### config.mk
export PLATFORM = sky130hd
export DESIGN_NAME = quad_io_read_continuous_wrap
export DESIGN_NICKNAME = d
export VERILOG_FILES = /design/src/hdl/qio_pkg.sv /design/src/hdl/quad_io_read_continuous_wrap.sv
export SDC_FILE = /design/constraint.sdc
export NUM_CORES = 1
export LEC_CHECK = 0
export BUFFER_PORTS_ARGS = -buffer_cell sky130_fd_sc_hd__buf_2
export CAP_MARGIN = 5
export CORE_MARGIN = 2
export CORE_UTILIZATION = 45
export DETAILED_ROUTE_END_ITERATION = 12
export PLACE_DENSITY = 0.57
export SLEW_MARGIN = 20
export SYNTH_ARGS = -nofsm -noshare
export SYNTH_HDL_FRONTEND = slang
export SYNTH_SLANG_ARGS = --single-unit
### constraint.sdc
create_clock -name clk -period 3.3 [get_ports clk]
set_clock_uncertainty 0.1 [all_clocks]
set_input_delay 0.33 -clock clk [delete_from_list [all_inputs] [get_ports clk]]
set_output_delay 0.33 -clock clk [all_outputs]
set_load 0.01 [all_outputs]
### src/hdl/qio_pkg.sv
// What this block does
// - quad reads move address and data on all four lanes, four bits per clock
// - quad random read waits four dummy clocks after the mode byte before data
// - quad random read opcode accepted only with the quad lane enable bit set
// - low nibble of the continuation byte is ignored
// - select field 10 makes the next transaction skip the opcode, address first
// - any other select field value brings back normal opcode decoding
// - continuation reset command clears the continuous read state
// - last burst-wrap setting governs every later quad random read
// - wrap confines a burst to an aligned 8/16/32/64-byte section of a page
// - wrap output starts at given address, returns to section start until deselect
// - three wrap bits: bit 4 disables wrapping, bits 6:5 pick the length
// - word read waits exactly two dummy clocks after the mode byte
// - word read opcode accepted only with the quad lane enable bit set
// - word read with select field 10 makes the next one opcode-free
// - stored wrap setting also governs word reads
// - octal-word read drives data right after the mode byte, no dummy clocks
// - octal-word read opcode accepted only with the quad lane enable bit set
// - octal-word read with select field 10 makes the next one opcode-free
// - eight clocks of all ones leave continuous mode as if select bit 4 were set
// - wrap disable bit resets to one, so reads run linearly
package qio_pkg;

  // opcodes
  localparam logic [7:0] OP_QUAD_READ  = 8'hEB;
  localparam logic [7:0] OP_WORD_READ  = 8'hE7;
  localparam logic [7:0] OP_OCTAL_READ = 8'hE3;
  localparam logic [7:0] OP_SET_WRAP   = 8'h77;

  // last count of each phase (bits for opcode, nibbles otherwise)
  localparam logic [2:0] OPC_LAST  = 3'h7;
  localparam logic [2:0] ADDR_LAST = 3'h5;
  localparam logic [2:0] MODE_LAST = 3'h1;
  localparam logic [2:0] WRAP_LAST = 3'h7;

  // dummy clocks per read kind
  localparam logic [2:0] DUMMY_QUAD  = 3'h4;
  localparam logic [2:0] DUMMY_WORD  = 3'h2;
  localparam logic [2:0] DUMMY_OCTAL = 3'h0;

  // continuation byte and wrap byte fields
  localparam logic [1:0] CONT_KEEP    = 2'h2;
  localparam int         CONT_SEL_LSB = 4;
  localparam int         WRAP_DIS_POS = 4;
  localparam int         WRAP_LEN_LSB = 5;
  localparam logic [23:0] SECTION_MIN = 24'h000008;

  // sizes
  localparam int ADDR_W     = 24;
  localparam int FIFO_DEPTH = 32;
  localparam int FIFO_WIDTH = 8;

  typedef enum logic [1:0] {
    RD_QUAD  = 2'h0,
    RD_WORD  = 2'h1,
    RD_OCTAL = 2'h2
  } read_kind_t;

  // gray along idle, opcode, address, mode, dummy, data
  typedef enum logic [2:0] {
    ST_IDLE  = 3'b000,
    ST_OPC   = 3'b001,
    ST_ADDR  = 3'b011,
    ST_MODE  = 3'b010,
    ST_DUMMY = 3'b110,
    ST_DATA  = 3'b111,
    ST_WRAP  = 3'b101,
    ST_IGN   = 3'b100
  } state_t;

  typedef struct packed {
    logic [1:0] len;
    logic       dis;
  } wrap_cfg_t;

  localparam wrap_cfg_t WRAP_RESET = '{len: 2'h0, dis: 1'b1};

  typedef struct packed {
    logic       sck;
    logic       cs_n;
    logic [3:0] lane;
  } qio_pins_t;

  typedef struct packed {
    logic [3:0] lane;
    logic [3:0] oe;
  } qio_drive_t;

  localparam qio_drive_t DRIVE_OFF = '{lane: 4'hF, oe: 4'h0};

endpackage

### src/hdl/quad_io_read_continuous_wrap.sv
`timescale 1ns/1ps
`default_nettype none

// byte prefetch buffer between memory and the lane shifter
module byte_fifo #(
  parameter int WIDTH = 8,
  parameter int DEPTH = 32
) (
  // clock and reset
  input  wire logic             clk,
  input  wire logic             sys_rst,
  input  wire logic             flush,
  // fill side
  input  wire logic             in_valid,
  output logic                  in_ready,
  input  wire logic [WIDTH-1:0] in_data,
  // drain side
  output logic                  out_valid,
  input  wire logic             out_ready,
  output logic [WIDTH-1:0]      out_data
);
  localparam int PW = $clog2(DEPTH);

  logic [WIDTH-1:0] mem_q [DEPTH];
  logic [PW-1:0]    wr_q, wr_d, rd_q, rd_d;
  logic [PW:0]      cnt_q, cnt_d;
  logic             push, pop;

  // honest full and empty
  assign in_ready  = (cnt_q != (PW+1)'(DEPTH));
  assign out_valid = (cnt_q != '0);
  assign out_data  = mem_q[rd_q];
  assign push      = in_valid & in_ready;
  assign pop       = out_valid & out_ready;

  // pointer and count update
  always_comb begin
    wr_d  = push ? wr_q + PW'(1'b1) : wr_q;
    rd_d  = pop ? rd_q + PW'(1'b1) : rd_q;
    cnt_d = cnt_q + (PW+1)'(push) - (PW+1)'(pop);
    if (flush) begin
      wr_d  = '0;
      rd_d  = '0;
      cnt_d = '0;
    end
  end

  always_ff @(posedge clk) begin
    if (sys_rst) begin
      wr_q  <= '0;
      rd_q  <= '0;
      cnt_q <= '0;
    end else begin
      wr_q  <= wr_d;
      rd_q  <= rd_d;
      cnt_q <= cnt_d;
    end
  end

  // storage, no reset needed
  always_ff @(posedge clk) begin
    if (push) begin
      mem_q[wr_q] <= in_data;
    end
  end
endmodule // byte_fifo

module quad_io_read_continuous_wrap
  import qio_pkg::*;
#(
  parameter int PREFETCH_DEPTH = FIFO_DEPTH
) (
  // clock and reset
  input  wire logic                clk,
  input  wire logic                sys_rst,
  // serial pins, raw from the pads
  input  wire qio_pins_t           pins_in,
  output logic [3:0]               lane_out,
  output logic [3:0]               lane_oe,
  // status register bit from the surrounding device
  input  wire logic                quad_lane_enable_bit,
  // memory byte read port
  output logic                     mem_req_valid,
  input  wire logic                mem_req_ready,
  output logic [ADDR_W-1:0]        mem_req_addr,
  input  wire logic                mem_rsp_valid,
  output logic                     mem_rsp_ready,
  input  wire logic [7:0]          mem_rsp_data,
  // status
  output logic                     continuous_active,
  output wrap_cfg_t                burst_wrap_bits,
  output logic                     opcode_refused,
  output logic                     data_underrun
);

  // next byte address, wrapping inside the selected section
  function automatic logic [ADDR_W-1:0] next_addr(input logic [ADDR_W-1:0] a,
                                                  input wrap_cfg_t w);
    logic [ADDR_W-1:0] mask;
    logic [ADDR_W-1:0] inc;
    mask = (SECTION_MIN << w.len) - ADDR_W'(1'b1);
    inc  = a + ADDR_W'(1'b1);
    if (w.dis) begin
      next_addr = inc;
    end else begin
      next_addr = (a & ~mask) | (inc & mask);
    end
  endfunction

  function automatic logic [2:0] dummy_of(input read_kind_t k);
    case (k)
      RD_QUAD:  dummy_of = DUMMY_QUAD;
      RD_WORD:  dummy_of = DUMMY_WORD;
      default:  dummy_of = DUMMY_OCTAL;
    endcase
  endfunction

  qio_pins_t          s1_q, s2_q;
  logic               sck_prev_q;
  logic               rise, fall, cs_n;
  state_t             st_q, st_d;
  logic [2:0]         cnt_q, cnt_d;
  logic [7:0]         sh_q, sh_d;
  logic [7:0]         sh_bit, sh_nib;
  read_kind_t         kind_q, kind_d, cont_kind_q, cont_kind_d;
  logic [ADDR_W-1:0]  addr_q, addr_d;
  logic               cont_q, cont_d;
  wrap_cfg_t          wrap_q, wrap_d;
  logic               hi_q, hi_d;
  logic [3:0]         lo_q, lo_d;
  qio_drive_t         drv_q, drv_d;
  logic               refused_q, refused_d;
  logic               under_q, under_d;
  logic               pop, fetch_start;
  logic               fetch_on_q, fetch_on_d;
  logic [ADDR_W-1:0]  fetch_addr_q, fetch_addr_d;
  logic               pend_q, pend_d, stale_q, stale_d;
  logic               fifo_in_valid, fifo_in_ready, fifo_out_valid;
  logic [7:0]         fifo_out_data;
  logic               req_fire, rsp_fire;

  // two-flop pin synchronisers plus clock history
  always_ff @(posedge clk) begin
    if (sys_rst) begin
      s1_q       <= '{sck: 1'b0, cs_n: 1'b1, lane: 4'hF};
      s2_q       <= '{sck: 1'b0, cs_n: 1'b1, lane: 4'hF};
      sck_prev_q <= 1'b0;
    end else begin
      s1_q       <= pins_in;
      s2_q       <= s1_q;
      sck_prev_q <= s2_q.sck;
    end
  end

  assign rise   = s2_q.sck & ~sck_prev_q;
  assign fall   = ~s2_q.sck & sck_prev_q;
  assign cs_n   = s2_q.cs_n;
  assign sh_bit = {sh_q[6:0], s2_q.lane[0]};
  assign sh_nib = {sh_q[3:0], s2_q.lane};

  // command sequencer next state
  always_comb begin
    st_d        = st_q;
    cnt_d       = cnt_q;
    sh_d        = sh_q;
    kind_d      = kind_q;
    addr_d      = addr_q;
    cont_d      = cont_q;
    cont_kind_d = cont_kind_q;
    wrap_d      = wrap_q;
    hi_d        = hi_q;
    lo_d        = lo_q;
    drv_d       = drv_q;
    refused_d   = refused_q;
    under_d     = under_q;
    pop         = 1'b0;
    fetch_start = 1'b0;
    if (cs_n) begin
      st_d  = ST_IDLE;
      drv_d = DRIVE_OFF;
    end else begin
      case (st_q)
        ST_IDLE: begin
          cnt_d     = 3'h0;
          hi_d      = 1'b1;
          refused_d = 1'b0;
          under_d   = 1'b0;
          if (cont_q && quad_lane_enable_bit) begin
            st_d   = ST_ADDR;
            kind_d = cont_kind_q;
          end else begin
            st_d = ST_OPC;
          end
        end
        ST_OPC: begin
          if (rise) begin
            sh_d  = sh_bit;
            cnt_d = cnt_q + 3'h1;
            if (cnt_q == OPC_LAST) begin
              cnt_d = 3'h0;
              st_d  = ST_IGN;
              case (sh_bit)
                OP_QUAD_READ, OP_WORD_READ, OP_OCTAL_READ: begin
                  if (quad_lane_enable_bit) begin
                    st_d = ST_ADDR;
                  end else begin
                    refused_d = 1'b1;
                  end
                  kind_d = (sh_bit == OP_QUAD_READ) ? RD_QUAD :
                           (sh_bit == OP_WORD_READ) ? RD_WORD : RD_OCTAL;
                end
                OP_SET_WRAP: st_d = ST_WRAP;
                default:     st_d = ST_IGN;
              endcase
            end
          end
        end
        ST_ADDR: begin
          if (rise) begin
            addr_d = {addr_q[ADDR_W-5:0], s2_q.lane};
            cnt_d  = cnt_q + 3'h1;
            if (cnt_q == ADDR_LAST) begin
              cnt_d       = 3'h0;
              st_d        = ST_MODE;
              fetch_start = 1'b1;
            end
          end
        end
        ST_MODE: begin
          if (rise) begin
            sh_d  = sh_nib;
            cnt_d = cnt_q + 3'h1;
            if (cnt_q == MODE_LAST) begin
              cnt_d = 3'h0;
              // only bits 5:4 matter, low nibble ignored
              cont_d      = (sh_nib[CONT_SEL_LSB +: 2] == CONT_KEEP);
              cont_kind_d = kind_q;
              st_d        = (dummy_of(kind_q) == 3'h0) ? ST_DATA : ST_DUMMY;
            end
          end
        end
        ST_DUMMY: begin
          if (rise) begin
            cnt_d = cnt_q + 3'h1;
            if (cnt_q == dummy_of(kind_q) - 3'h1) begin
              st_d = ST_DATA;
            end
          end
        end
        ST_DATA: begin
          // drive on falling edges, high nibble first
          if (fall) begin
            drv_d.oe = 4'hF;
            if (hi_q) begin
              pop        = 1'b1;
              hi_d       = 1'b0;
              drv_d.lane = fifo_out_valid ? fifo_out_data[7:4] : 4'hF;
              lo_d       = fifo_out_data[3:0];
              under_d    = under_q | ~fifo_out_valid;
            end else begin
              hi_d       = 1'b1;
              drv_d.lane = lo_q;
            end
          end
        end
        ST_WRAP: begin
          if (rise) begin
            sh_d  = sh_nib;
            cnt_d = cnt_q + 3'h1;
            if (cnt_q == WRAP_LAST) begin
              st_d       = ST_IGN;
              wrap_d.dis = sh_nib[WRAP_DIS_POS];
              wrap_d.len = sh_nib[WRAP_LEN_LSB +: 2];
            end
          end
        end
        ST_IGN: begin
          st_d = ST_IGN;
        end
        default: begin
          st_d = ST_IDLE;
        end
      endcase
    end
  end

  always_ff @(posedge clk) begin
    if (sys_rst) begin
      st_q        <= ST_IDLE;
      cnt_q       <= 3'h0;
      sh_q        <= 8'h00;
      kind_q      <= RD_QUAD;
      addr_q      <= '0;
      cont_q      <= 1'b0;
      cont_kind_q <= RD_QUAD;
      wrap_q      <= WRAP_RESET;
      hi_q        <= 1'b1;
      lo_q        <= 4'h0;
      drv_q       <= DRIVE_OFF;
      refused_q   <= 1'b0;
      under_q     <= 1'b0;
    end else begin
      st_q        <= st_d;
      cnt_q       <= cnt_d;
      sh_q        <= sh_d;
      kind_q      <= kind_d;
      addr_q      <= addr_d;
      cont_q      <= cont_d;
      cont_kind_q <= cont_kind_d;
      wrap_q      <= wrap_d;
      hi_q        <= hi_d;
      lo_q        <= lo_d;
      drv_q       <= drv_d;
      refused_q   <= refused_d;
      under_q     <= under_d;
    end
  end

  // prefetch: one outstanding byte read, stale answers dropped
  assign req_fire      = mem_req_valid & mem_req_ready;
  assign rsp_fire      = mem_rsp_valid & mem_rsp_ready;
  assign mem_req_valid = fetch_on_q & ~pend_q & ~stale_q & fifo_in_ready;
  assign mem_req_addr  = fetch_addr_q;
  assign mem_rsp_ready = stale_q | ~fetch_on_q | fifo_in_ready;
  assign fifo_in_valid = mem_rsp_valid & fetch_on_q & ~stale_q;

  always_comb begin
    fetch_on_d   = fetch_on_q;
    fetch_addr_d = fetch_addr_q;
    pend_d       = pend_q;
    stale_d      = stale_q;
    if (fetch_start) begin
      fetch_on_d   = 1'b1;
      fetch_addr_d = {addr_q[ADDR_W-5:0], s2_q.lane};
    end
    if (req_fire) begin
      pend_d       = 1'b1;
      fetch_addr_d = next_addr(fetch_addr_q, wrap_q);
    end
    if (cs_n) begin
      fetch_on_d = 1'b0;
      if (pend_q) begin
        stale_d = 1'b1;
      end
    end
    if (rsp_fire) begin
      pend_d  = 1'b0;
      stale_d = 1'b0;
    end
  end

  always_ff @(posedge clk) begin
    if (sys_rst) begin
      fetch_on_q   <= 1'b0;
      fetch_addr_q <= '0;
      pend_q       <= 1'b0;
      stale_q      <= 1'b0;
    end else begin
      fetch_on_q   <= fetch_on_d;
      fetch_addr_q <= fetch_addr_d;
      pend_q       <= pend_d;
      stale_q      <= stale_d;
    end
  end

  byte_fifo #(
    .WIDTH (FIFO_WIDTH),
    .DEPTH (PREFETCH_DEPTH)
  ) u_fifo (
    .clk       (clk),
    .sys_rst   (sys_rst),
    .flush     (cs_n),
    .in_valid  (fifo_in_valid),
    .in_ready  (fifo_in_ready),
    .in_data   (mem_rsp_data),
    .out_valid (fifo_out_valid),
    .out_ready (pop),
    .out_data  (fifo_out_data)
  );

  // outputs from flops
  assign lane_out          = drv_q.lane;
  assign lane_oe           = drv_q.oe;
  assign continuous_active = cont_q;
  assign burst_wrap_bits   = wrap_q;
  assign opcode_refused    = refused_q;
  assign data_underrun     = under_q;

endmodule // quad_io_read_continuous_wrap

`default_nettype wire

# Word-level counts from Yosys, hierarchy flattened
# Memory sizes are Yosys's and may differ from the RTL's. A register that Yosys moved wholly into a read port is not among the register bits.
# Cells that the tools add are included.
# totals
ff_bits,109
ramBits,256
in_bits,19
mem_bits_ro,0
mem_count,1
latchBits,0
# classes
n_eq_ne,35
addsub,8
shifts,1
reduce_logical,29
n_mul,0
magnitude_cmp,0
div_mod_pow,0
n_bitwise,25
mux,69
# memory_table
memory,words,width,read_ports,rd_ports_with_merged_regs,write_ports,line_no,source
u_fifo.mem_q,32,8,1,1,1,quad_io_read_continuous_wrap.sv:24,logic [WIDTH-1:0] mem_q [DEPTH];
# ops
operator,count
2-to-1 mux 3 bit,25
2-to-1 mux 24 bit,3
AND 24 bit,2
inequality test 2 bit (second input constant),15
adder 24 x 1 -> 24 bit (second input constant),1
equality test 8 bit (second input constant),3
inverter 24 bit,1
bitwise OR 24 bit,1
<< shifter 4 x 2 -> 24 bit (first input constant),1
subtractor 24 x 1 -> 24 bit (second input constant),1
case mux 3 bit (7 select lines),1
AND reduction 4 bit,5
2-to-1 mux 1 bit,19
equality test 3 bit (second input constant),6
AND reduction 6 bit,3
case mux 3 bit (5 select lines),1
2-to-1 mux 2 bit,7
2-to-1 mux 7 bit,2
case mux 7 bit (2 select lines),1
case mux 3 bit (2 select lines),2
AND 1 bit,11
AND reduction 11 bit,1
adder 5 x 1 -> 5 bit (second input constant),2
2-to-1 mux 5 bit,2
28 further kinds,51

# Longest topological paths before layout
# Gate-level depths: netlist of run 1.
# depth
word_depth,11
ltp_mapped,13

# Cells and area by module
# A second synthesis of run 1 with hierarchy kept.
# unflattened
cells_unflattened,1168
area_unflattened_um2,15602.5
# by_module_without_submodules
mod,area_per_inst_um2,instances,cells_each
byte_fifo,11054.4,1,621
quad_io_read_continuous_wrap,4548.1,1,547

# Least setup slack after synthesis of run 1
# OpenSTA, ideal clock, no wires.
# synth_path
kind,flip-flop to flip-flop
start,reg u_fifo.cnt_q[2]
end,reg u_fifo.cnt_q[5]
setup_slack_ns,0.620
t_arrival_ns,2.509
t_required_ns,3.128
path_stages_with_launch,12
synth_period_minus_slack_ns,2.680
cell_sequence,dfxtp_1 inv_1 ha_1 nor4bb_1 nor4_2 nand2_1 ha_1 a21o_1 a21oi_1 o21bai_1 a21oi_1 mux2i_1
# synth_via
elab_chain_cells,4
word_cells_on_any_way,6
# synth_rtl
element,line_no,source
start: declaration,quad_io_read_continuous_wrap.sv:26,"logic [PW:0] cnt_q, cnt_d;"
start signal: assignment,quad_io_read_continuous_wrap.sv:56,cnt_q <= cnt_d;
inequality test 6 bit,quad_io_read_continuous_wrap.sv:30,assign in_ready = (cnt_q != (PW+1)'(DEPTH));
AND 1 bit,quad_io_read_continuous_wrap.sv:33,assign push = in_valid & in_ready;
adder 6 x 1 -> 6 bit,quad_io_read_continuous_wrap.sv:40,cnt_d = cnt_q + (PW+1)'(push) - (PW+1)'(pop);
subtractor 6 x 1 -> 6 bit *,quad_io_read_continuous_wrap.sv:40,
# Mark *: on every way between the ends. The rest lies on a longest branch, timed or not.
# A chain may end at the register's enable or synchronous reset.

# Worst setup path in the final report of run 1
# Ends and elaborated chain as after synthesis.

==> results of run 1 <==
## per-layer routing
metal	GRT usage [%]	part of all wire, %	vias to the layer above
met5	0	0	-
met4	5.43	1.8	0
met3	3.32	4.7	52
met2	33.5	48	220
met1	28.3	45	4719
li1	-	-	4425
## where the power goes
| group | internal [µW] | switching (µW) | leakage (µW) | total, µW |
|---|---|---|---|---|
| Sequential | 4960 | 6.25 | 0.00322 | 4970 |
| Combinational | 28.0 | 95.4 | 0.00195 | 123 |
| Clock | 2850 | 1800 | 0.000671 | 4650 |
| Total | 7840 | 1900 | 0.00585 | 9740 |
## timing repair
item                                    4_1_cts  5_1_grt
hold endpoints to repair                      8        0
endpoints found under the setup margin        0        1
hold buffers                                  7        0
gates resized for setup                       0        1
buffers inserted                              0        0
## state kept, by name, summed over array words and instances (netlist names), 2 cells and up, named ones only
register         count
u_fifo.mem_q       256
addr_q              20
lane_out             4
s1_q                 6
st_q                 3
s2_q                 5
cnt_q                3
sh_q                 7
lo_q                 4
u_fifo.rd_q          5
mem_req_addr         4
u_fifo.wr_q          5
burst_wrap_bits      3
cont_kind_q          2
kind_q               2
u_fifo.cnt_q         6
## worst register-to-register path, stage by stage (launching register included)
cell	delay, ns
dfxtp_1	0.34
inv_1	0.07
ha_1	0.24
nor4bb_2	0.21
nor4_2	0.60
nand2_1	0.23
ha_1	0.32
a21o_1	0.18
a21oi_1	0.23
o21bai_1	0.09
a21oi_1	0.19
mux2i_1	0.20
## Yosys cell counts (all sizes together), types with 24 or more instances
cell / instances
dfxtp: 114
nor3: 25
inv: 24
o21ai: 24
nand2: 86
edfxtp: 256
nor2: 110
clkbuf: 32
a21oi: 49
mux4: 68
buf: 30
mux2i: 27
## cells by family after synthesis
kind of cell,share of synthesized area (%)
flops,64.5
simple gates,11.2
compound gates,7.45
mux,11.8
buf+inv,2.52
fa+ha+maj,1.67
xor+xnor,0.907
## layout make-up
type	instances	area, µm²	share of cell area [%]
sequential	370	9970	55.7
multi-input combinational	643	5110	28.5
clock buffer	51	1070	5.99
timing repair buffer	121	806	4.50
tap	448	561	3.13
clock inverter	22	297	1.66
inverter	24	90.1	0.503
## worst paths after layout
| check | to | cells past startpoint |
|---|---|---|
| min | burst_wrap_bits[2] | 2 |
| max reg2reg | u_fifo.cnt_q[5] | 11 |
| min reg2reg | s2_q[0] | 1 |
| max | u_fifo.cnt_q[5] | 11 |
## per-stage QoR
stage               instances  util (%)  area, µm²
global route             1679      53.1      17900
detailed placement       1599      48.9      16500
global placement         1599      48.9      16500
CTS                      1679      53.1      17900
floorplan                1099         -      15500
finish                   1679      53.1      17900
==> run_results.csv, run 1 <==
group,metric,value,unit
clock_tree,cts.clk_slew.worst_paths,0.06,ns
route,vias_per_cell,5.61,
timing,maxSlewViolCount,0,
clock_tree,clock_latency,0.54,ns
placement,gp_congestion,0.820,
timing,rsz0062_at_grt,"false",
logic_synthesis,yosysSeqAreaShare,64.5,%
floorplan,num_rows,67,
layout,drive_gt1_share,22.3,%
logic_synthesis,synth_top_cells_by_area,"edfxtp_1 (50%), dfxtp_1 (15%), mux4_2 (9.9%)",
timing,hold_viol,0,
timing,post-route-min-period,3.06,ns
critical_path,cp_top_family,"simple AND/OR/NAND/NOR gates",
pwr,p_total,9740,µW
clock_tree,clock_sinks,370,
critical_path,r2r_slack,0.24,ns
pwr,power_density,544,nW/µm²
route,dr.pass1.iters,6,
min_path,hold_path.class,"in2reg",
layout,final_cell_mix,"edfxtp_1 (256), dfxtp_1 (112), nor2_1 (109)",
floorplan,dieArea,35800,µm²
placement,dp_hpwl,23100,µm
grt,grt-ovfl-total,0,
critical_path,max_stage_delay,0.60,ns
critical_path,cp.required,3.66,ns
logic_synthesis,synth-async-reset-ratio,0,%
logic_synthesis,syn_area_per_cell,14.1,µm²
logic_synthesis,yosys.area.top_type,"edfxtp_1",
clock_tree,htreeDepth,2,
placement,io_buffers,58,
timing,fmax,326,MHz
floorplan,die_x,189,µm
route,wl_per_cell,21.4,µm
job,max_cap_viol_count,0,
layout,nNetsFinal,1239,
timing,maxSlewHeadroom,40.2,%
route,ant_nets,0,
logic_synthesis,synthCells,1099,
logic_synthesis,ys_warn_count,0,
grt,grt_pass1_wl,55200,µm
grt,antenna_found_initial,0,
route,drt_wl_total,36000,µm
pwr,peakVddDrop,466,µV
clock_tree,root_buffer,"clkbuf_16",
critical_path,endpoint_kind,"flip-flop",
clock_tree,cts_tree,"done",
layout,area_growth,15.9,%
timing,setup_tns,0,ns
critical_path,cpMaxStageDelayCell,"nor4_2",
layout,layout_commonest_cell,"edfxtp_1",
critical_path,cp.arrival,3.43,ns
timing,worst_slew_pin_slew,0.897,ns
critical_path,cp_max_fo,6,
pwr,leakagePower,0.00585,µW
timing,setup_viol_count_final,0,
logic_synthesis,synth_edf_count,256,
logic_synthesis,syn_nets,1138,
min_path,min-delay-start,"sys_rst",
logic_synthesis,syn-cell-area,15500,µm²
timing,whs,0.0631,ns
grt,grt_max_degree,60,
timing,setup_slack,0.235,ns
logic_synthesis,synth-seq-cells,370,
status,status,"finished, final reports clean",
critical_path,cp.buffers_inverters,1,
grt,grt_pass1_vias,9180,
route,drt_iter0_markers,624,
grt,track_usage,20.4,%
floorplan,dieHeight,189,µm
logic_synthesis,synth_ff_type,"edfxtp_1",
placement,dpl_worst_slack,0.162,ns
critical_path,cp-startpoint,"u_fifo.cnt_q[2]",
critical_path,cp-start-kind,"flip-flop",
clock_tree,cts_buffer_depth,3,
timing,min_period_over_period,92.9,%
route,vias,9416,
layout,fillers,2841,
logic_synthesis,synthDominantCellAreaShare,49.7,%
floorplan,io_pins,59,
floorplan,initial_core_util,45.9,%
critical_path,crit_chain,"inv_1, ha_1, nor4bb_2, nor4_2, nand2_1, ha_1, a21o_1, a21oi_1, o21bai_1, a21oi_1, mux2i_1",
route,drc,0,
critical_path,worstReg2RegStart,"u_fifo.cnt_q[2]",
critical_path,path_class,"reg2reg",
layout,n_antenna_cell,0,
floorplan,fp.coreArea,33700,µm²
logic_synthesis,synth.distinct_cells,77,
clock_tree,cts_buffers,40,
Power figures use the tool's default switching activity.
==> run 2: changes to the inputs <==
==> constraint.sdc (replaced) <==
create_clock -name clk -period 3.3 [get_ports clk]
set_clock_uncertainty 0.1 [all_clocks]
set_input_delay 0.66 -clock clk [delete_from_list [all_inputs] [get_ports clk]]
set_output_delay 0.66 -clock clk [all_outputs]
set_load 0.01 [all_outputs]
==> run 2 against run 1 <==
  * Global-route usage is 0.19 points lower
  * Utilization is 0.51 points lower
  * Fmax is 1.1% higher
  * Via count is 0.17% lower
  * Total power is 2.3% lower
  * Setup slack better by 0.032 ns
  * Non-clock buffer count is 12 lower
  * Register-to-register slack better by 0.03 ns
  * Cell count is 0.60% lower
  * Cell area is 0.96% lower
  * Critical path type unchanged
  * Largest power group unchanged
  * Highest routed layer unchanged
==> run_results.csv, run 2 (synthesis gave the netlist of run 1 again) <==
group,metric,value,unit
status,status,"finished, final reports clean",
grt,track_usage,20.2,%
critical_path,r2r_slack,0.27,ns
route,vias,9400,
route,drt_iter0_markers,736,
layout,final_core_util,52.6,%
clock_tree,cts_tree,"done",
timing,maxSlewViolCount,0,
clock_tree,cts.clk_slew.worst_paths,0.06,ns
grt,grt_pass1_wl,54900,µm
clock_tree,htreeDepth,2,
clock_tree,clock_latency,0.55,ns
route,dr.pass1.iters,5,
timing,post-route-min-period,3.03,ns
timing,worst_slew_pin_slew,0.937,ns
pwr,power_density,536,nW/µm²
grt,grt-ovfl-total,0,
floorplan,dieHeight,189,µm
grt,grt_pass1_vias,9204,
layout,layout_commonest_cell,"edfxtp_1",
layout,multiInputGateArea,5110,µm²
floorplan,die_x,189,µm
layout,largest_register_ff_count,256,
timing,fmax,330,MHz
critical_path,cp.arrival,3.41,ns
timing,setup_viol_count_final,0,
floorplan,num_rows,67,
job,max_cap_viol_count,0,
route,wl_per_cell,21.3,µm
layout,n_antenna_cell,0,
clock_tree,clock_sinks,370,
clock_tree,root_buffer,"clkbuf_16",
critical_path,cp.required,3.68,ns
critical_path,worst_r2r_endpoint,"u_fifo.cnt_q[5]",
placement,io_buffers,58,
layout,fillers,2834,
timing,maxSlewHeadroom,37.4,%
pwr,leakagePower,0.00576,µW
critical_path,reg2reg_depth,11,
floorplan,io_pins,59,
placement,gp_congestion,0.834,
route,ant_nets,0,
layout,area_growth,14.8,%
placement,dp_hpwl,23000,µm
layout,instances_no_fill,1669,
critical_path,worstReg2RegStart,"u_fifo.cnt_q[2]",
critical_path,cp_max_fo,6,
layout,nNetsFinal,1228,
route,vias_per_cell,5.63,
floorplan,fp.coreArea,33700,µm²
route,drc,0,
timing,rsz0062_at_grt,"false",
critical_path,endpoint_kind,"flip-flop",
grt,grt_max_degree,58,
min_path,hold_path.class,"in2reg",
min_path,min-delay-start,"pins_in[4]",
layout,drive_gt1_share,22.2,%
layout,reg_top3,"u_fifo.mem_q: 256 flops, addr_q: 20 flops, sh_q: 7 flops",
layout,regMostFlops,"u_fifo.mem_q",
layout,final_cell_mix,"edfxtp_1 (256), dfxtp_1 (112), nor2_1 (109)",
grt,antenna_found_initial,0,
route,drt_wl_total,35500,µm
timing,setup_tns,0,ns
timing,hold_viol,0,
min_path,hold_depth,2,
clock_tree,post-cts-setup-buffers,0,
floorplan,initial_core_util,45.9,%
min_path,hold_end,"s1_q[4]",
placement,placed_cells,1594,
timing,min_period_over_period,91.9,%
critical_path,path_class,"reg2reg",
clock_tree,cts_buffers,41,
layout,regArea,9970,µm²
floorplan,dieArea,35800,µm²
critical_path,cp-start-kind,"flip-flop",
pwr,peakVddDrop,431,µV
clock_tree,cts_buffer_depth,3,
## run 2: cell types whose count changed in the layout (fill, tap and decap cells not counted), sizes merged
cell         delta
buf             -5
bufinv          -4
clkbuf          -2
clkinv          +4
clkinvlp        +2
dlygate4sd3     -7
inv             +2
## run 2: stage by stage
step	worst slack (ns)	total power (µW)	area, µm²	hold WS (ns)
final	0.268	9510	17700	0.197
after global routing	0.0158	9810	17700	0.185
after CTS	0.144	9620	17700	0.173
after detailed placement	0.170	5180	16400	0.296
after global placement	0.338	5180	16400	0.298
after floorplan	0.620	5100	15500	0.289
## run 2: how the worst max path moves through the flow
stage                                  to  slack [ns]             from  depth (start not counted)
after floorplan           u_fifo.cnt_q[5]        0.62  u_fifo.cnt_q[2]                         11
after global placement    u_fifo.cnt_q[4]        0.34  u_fifo.cnt_q[2]                         13
after detailed placement  u_fifo.cnt_q[4]        0.17  u_fifo.cnt_q[2]                         13
after CTS                 u_fifo.cnt_q[4]        0.14  u_fifo.cnt_q[2]                         13
after global routing      u_fifo.cnt_q[5]        0.02  u_fifo.cnt_q[2]                         11
final                     u_fifo.cnt_q[5]        0.27  u_fifo.cnt_q[2]                         11
## run 2: final cells by class
class	instances	area share (%)
tap	448	3.16
timing repair buffer	109	3.94
inverter	24	0.508
clock buffer	49	6.01
sequential	370	56.2
multi-input combinational	643	28.8
clock inverter	26	1.35
## run 2: worst max-delay path: stages (launching register included)
cell,delay (ns)
dfxtp_1,0.34
inv_1,0.06
ha_1,0.23
nor4bb_2,0.21
nor4_2,0.62
nand2_1,0.22
ha_1,0.31
a21o_1,0.18
a21oi_1,0.23
o21bai_1,0.09
a21oi_1,0.18
mux2i_1,0.19
## run 2: per-layer routing
layer | GRT usage, % | vias up | share of wire, %
met5 | 0 | - | 0
met1 | 27.7 | 4735 | 45
met4 | 6.11 | 0 | 2.3
met3 | 2.93 | 52 | 4.4
li1 | - | 4400 | -
met2 | 33.4 | 213 | 49
## run 2: timing repair
| item | in CTS | in global routing |
|---|---|---|
| hold buffers | 0 | 0 |
| endpoints found under the setup margin | 0 | 1 |
| resized for setup | 0 | 1 |
## run 2: power breakdown
| group | internal, µW | switching, µW | leakage (µW) | total, µW |
|---|---|---|---|---|
| Clock | 2570 | 1870 | 0.000639 | 4430 |
| Sequential | 4960 | 7.40 | 0.00322 | 4970 |
| Combinational | 22.0 | 92.7 | 0.00190 | 115 |
==> run 3: changes to the inputs <==
CORE_ASPECT_RATIO = 0.6   (was default)
CORE_UTILIZATION = 50   (was 45)
PLACE_DENSITY = 0.63   (was 0.57)
==> run 3 against run 2 <==
  * Total power shrank 5.9%
  * Flip-flop and latch count is the same
  * Clock-buffer cell count fell by 2
  * Fmax is 1.1% higher
  * Register-to-register slack better by 0.03 ns
  * First-iteration DRC count is 31% higher
  * Critical path depth up 2
  * Largest cell class unchanged
  * Largest power group unchanged
==> run_results.csv, run 3 (synthesis gave the netlist of run 1 again) <==
group,metric,value,unit
floorplan,io_pins,59,
critical_path,cp.required,3.59,ns
timing,maxSlewHeadroom,32.0,%
pwr,power_frac_clock,43.3,%
pwr,leakagePower,0.00570,µW
pwr,power_density,511,nW/µm²
layout,reg_top3,"u_fifo.mem_q: 256 flops, addr_q: 20 flops, sh_q: 7 flops",
pwr,p_total,8960,µW
floorplan,die_x,231,µm
floorplan,dieArea,32400,µm²
grt,grt_max_degree,40,
timing,setup_viol_count_final,0,
placement,placed_cells,1563,
route,drt_wl_total,36300,µm
route,drt_iter0_markers,962,
pwr,power.switching,1820,µW
status,status,"finished, final reports clean",
clock_tree,clock_sinks,370,
layout,regMostFlops,"u_fifo.mem_q",
layout,drive_gt1_share,21.8,%
critical_path,worst_r2r_endpoint,"u_fifo.cnt_q[4]",
min_path,hold_depth,2,
layout,area_growth,13.4,%
critical_path,cp-start-kind,"flip-flop",
floorplan,dieHeight,140,µm
critical_path,cp.arrival,3.29,ns
layout,layout_commonest_cell,"edfxtp_1",
grt,grt_pass1_vias,8996,
clock_tree,cts.clk_slew.worst_paths,0.06,ns
layout,fillers,2407,
route,dr.pass1.iters,5,
route,wl_per_cell,22.3,µm
floorplan,fp.coreArea,30200,µm²
grt,track_usage,22.9,%
critical_path,worstReg2RegStart,"u_fifo.cnt_q[2]",
layout,regArea,9970,µm²
placement,dpl_worst_slack,0.185,ns
critical_path,cp_max_fo,6,
pwr,peakVddDrop,378,µV
layout,multiInputGateArea,5120,µm²
min_path,min-delay-start,"pins_in[3]",
timing,min_period_over_period,90.9,%
grt,antenna_found_initial,0,
pwr,pwr-share-comb,1.3,%
min_path,hold_end,"s1_q[3]",
timing,post-route-min-period,3.00,ns
timing,hold_viol,0,
layout,final_cell_mix,"edfxtp_1 (256), dfxtp_1 (112), nor2_1 (109)",
grt,grt_pass1_wl,55400,µm
job,max_cap_viol_count,0,
clock_tree,clock_latency,0.54,ns
floorplan,initial_core_util,51.2,%
critical_path,reg2reg_depth,13,
pwr,pwr-share-seq,55.4,%
clock_tree,post-cts-setup-buffers,0,
placement,io_buffers,58,
clock_tree,cts_buffer_depth,3,
clock_tree,htreeDepth,2,
min_path,hold_path.class,"in2reg",
placement,gp_congestion,0.865,
grt,grt-ovfl-total,0,
layout,nNetsFinal,1231,
floorplan,num_rows,49,
clock_tree,cts_buffers,35,
layout,largest_register_ff_count,256,
timing,setup_tns,0,ns
clock_tree,root_buffer,"clkbuf_16",
timing,worst_slew_pin_slew,1.02,ns
route,vias,9584,
timing,whs,0.209,ns
timing,fmax,334,MHz
pwr,p_int,7130,µW
placement,dp_hpwl,24600,µm
route,drc,0,
critical_path,endpoint_kind,"flip-flop",
critical_path,r2r_slack,0.30,ns
clock_tree,cts_tree,"done",
timing,setup_slack,0.302,ns
route,ant_nets,0,
critical_path,path_class,"reg2reg",
layout,instances_no_fill,1627,
timing,rsz0062_at_grt,"false",
pwr,switching_share,20.4,%
route,vias_per_cell,5.89,
timing,maxSlewViolCount,0,
run 3: cell count changes in the layout (fill, tap and decap cells not counted), sizes merged:
cell | before | now
buf | 109 | 118
clkinv | 18 | 10
clkbuf | 49 | 47
bufinv | 3 | 2
clkinvlp | 2 | 1
diode | 0 | 1
run 3: repair_timing:
action / in CTS / in global routing
gates resized for setup: 0 / 2
hold buffers: 0 / 0
endpoints found under the setup margin: 0 / 2
run 3: per-layer routing:
layer	track usage (%)	wire length (µm)
met5	0	0
met4	4.45	439
met3	4.34	2810
met2	30.6	14800
met1	38.3	18300
run 3: power by group through the flow:
stage	Clock [µW]	Sequential, µW	Combinational [µW]
4_1_cts	3950	4960	118
3_5_place_dp	0	5070	118
3_3_place_gp	0	5070	116
5_1_grt	4120	4960	130
2_1_floorplan	0	5060	38.4
6_report	3880	4960	117
run 3: per-stage QoR:
| step | cell area [µm²] | utilization [%] |
|---|---|---|
| 5_1_grt | 17500 | 58.1 |
| 4_1_cts | 17500 | 58.1 |
| 2_1_floorplan | 15500 | - |
| 6_report | 17500 | 58.1 |
| 3_5_place_dp | 16400 | 54.5 |
| 3_3_place_gp | 16400 | 54.5 |
run 3: worst max path at each step:
stage	cells after the start	endpoint	slack [ns]	startpoint
final	13	u_fifo.cnt_q[4]	0.30	u_fifo.cnt_q[2]
after detailed placement	11	u_fifo.cnt_q[5]	0.19	u_fifo.cnt_q[2]
after CTS	11	u_fifo.cnt_q[5]	0.17	u_fifo.cnt_q[2]
after global routing	11	u_fifo.cnt_q[5]	0.07	u_fifo.cnt_q[2]
after floorplan	11	u_fifo.cnt_q[5]	0.62	u_fifo.cnt_q[2]
after global placement	11	u_fifo.cnt_q[5]	0.28	u_fifo.cnt_q[2]
run 3: area by class of cell:
type	count	share of cell area (%)
Sequential cell	370	56.9
Multi-Input combinational cell	643	29.2
Clock buffer	47	5.31
Timing Repair Buffer	118	4.37
Tap cell	408	2.91
Clock inverter	16	0.778
Inverter	24	0.514
Antenna cell	1	0.0143
run 3: worst max-delay path, stage by stage (launching register included):
cell and delay, ns:
dfxtp_1 0.32, inv_1 0.07, ha_1 0.20, nor4bb_2 0.55
nor4_4 0.16, nand2_1 0.18, o21ai_0 0.12, ha_1 0.22
fa_1 0.41, a21oi_1 0.15, nor2_1 0.05, nor2_1 0.10
xor2_1 0.16, nor2_1 0.05
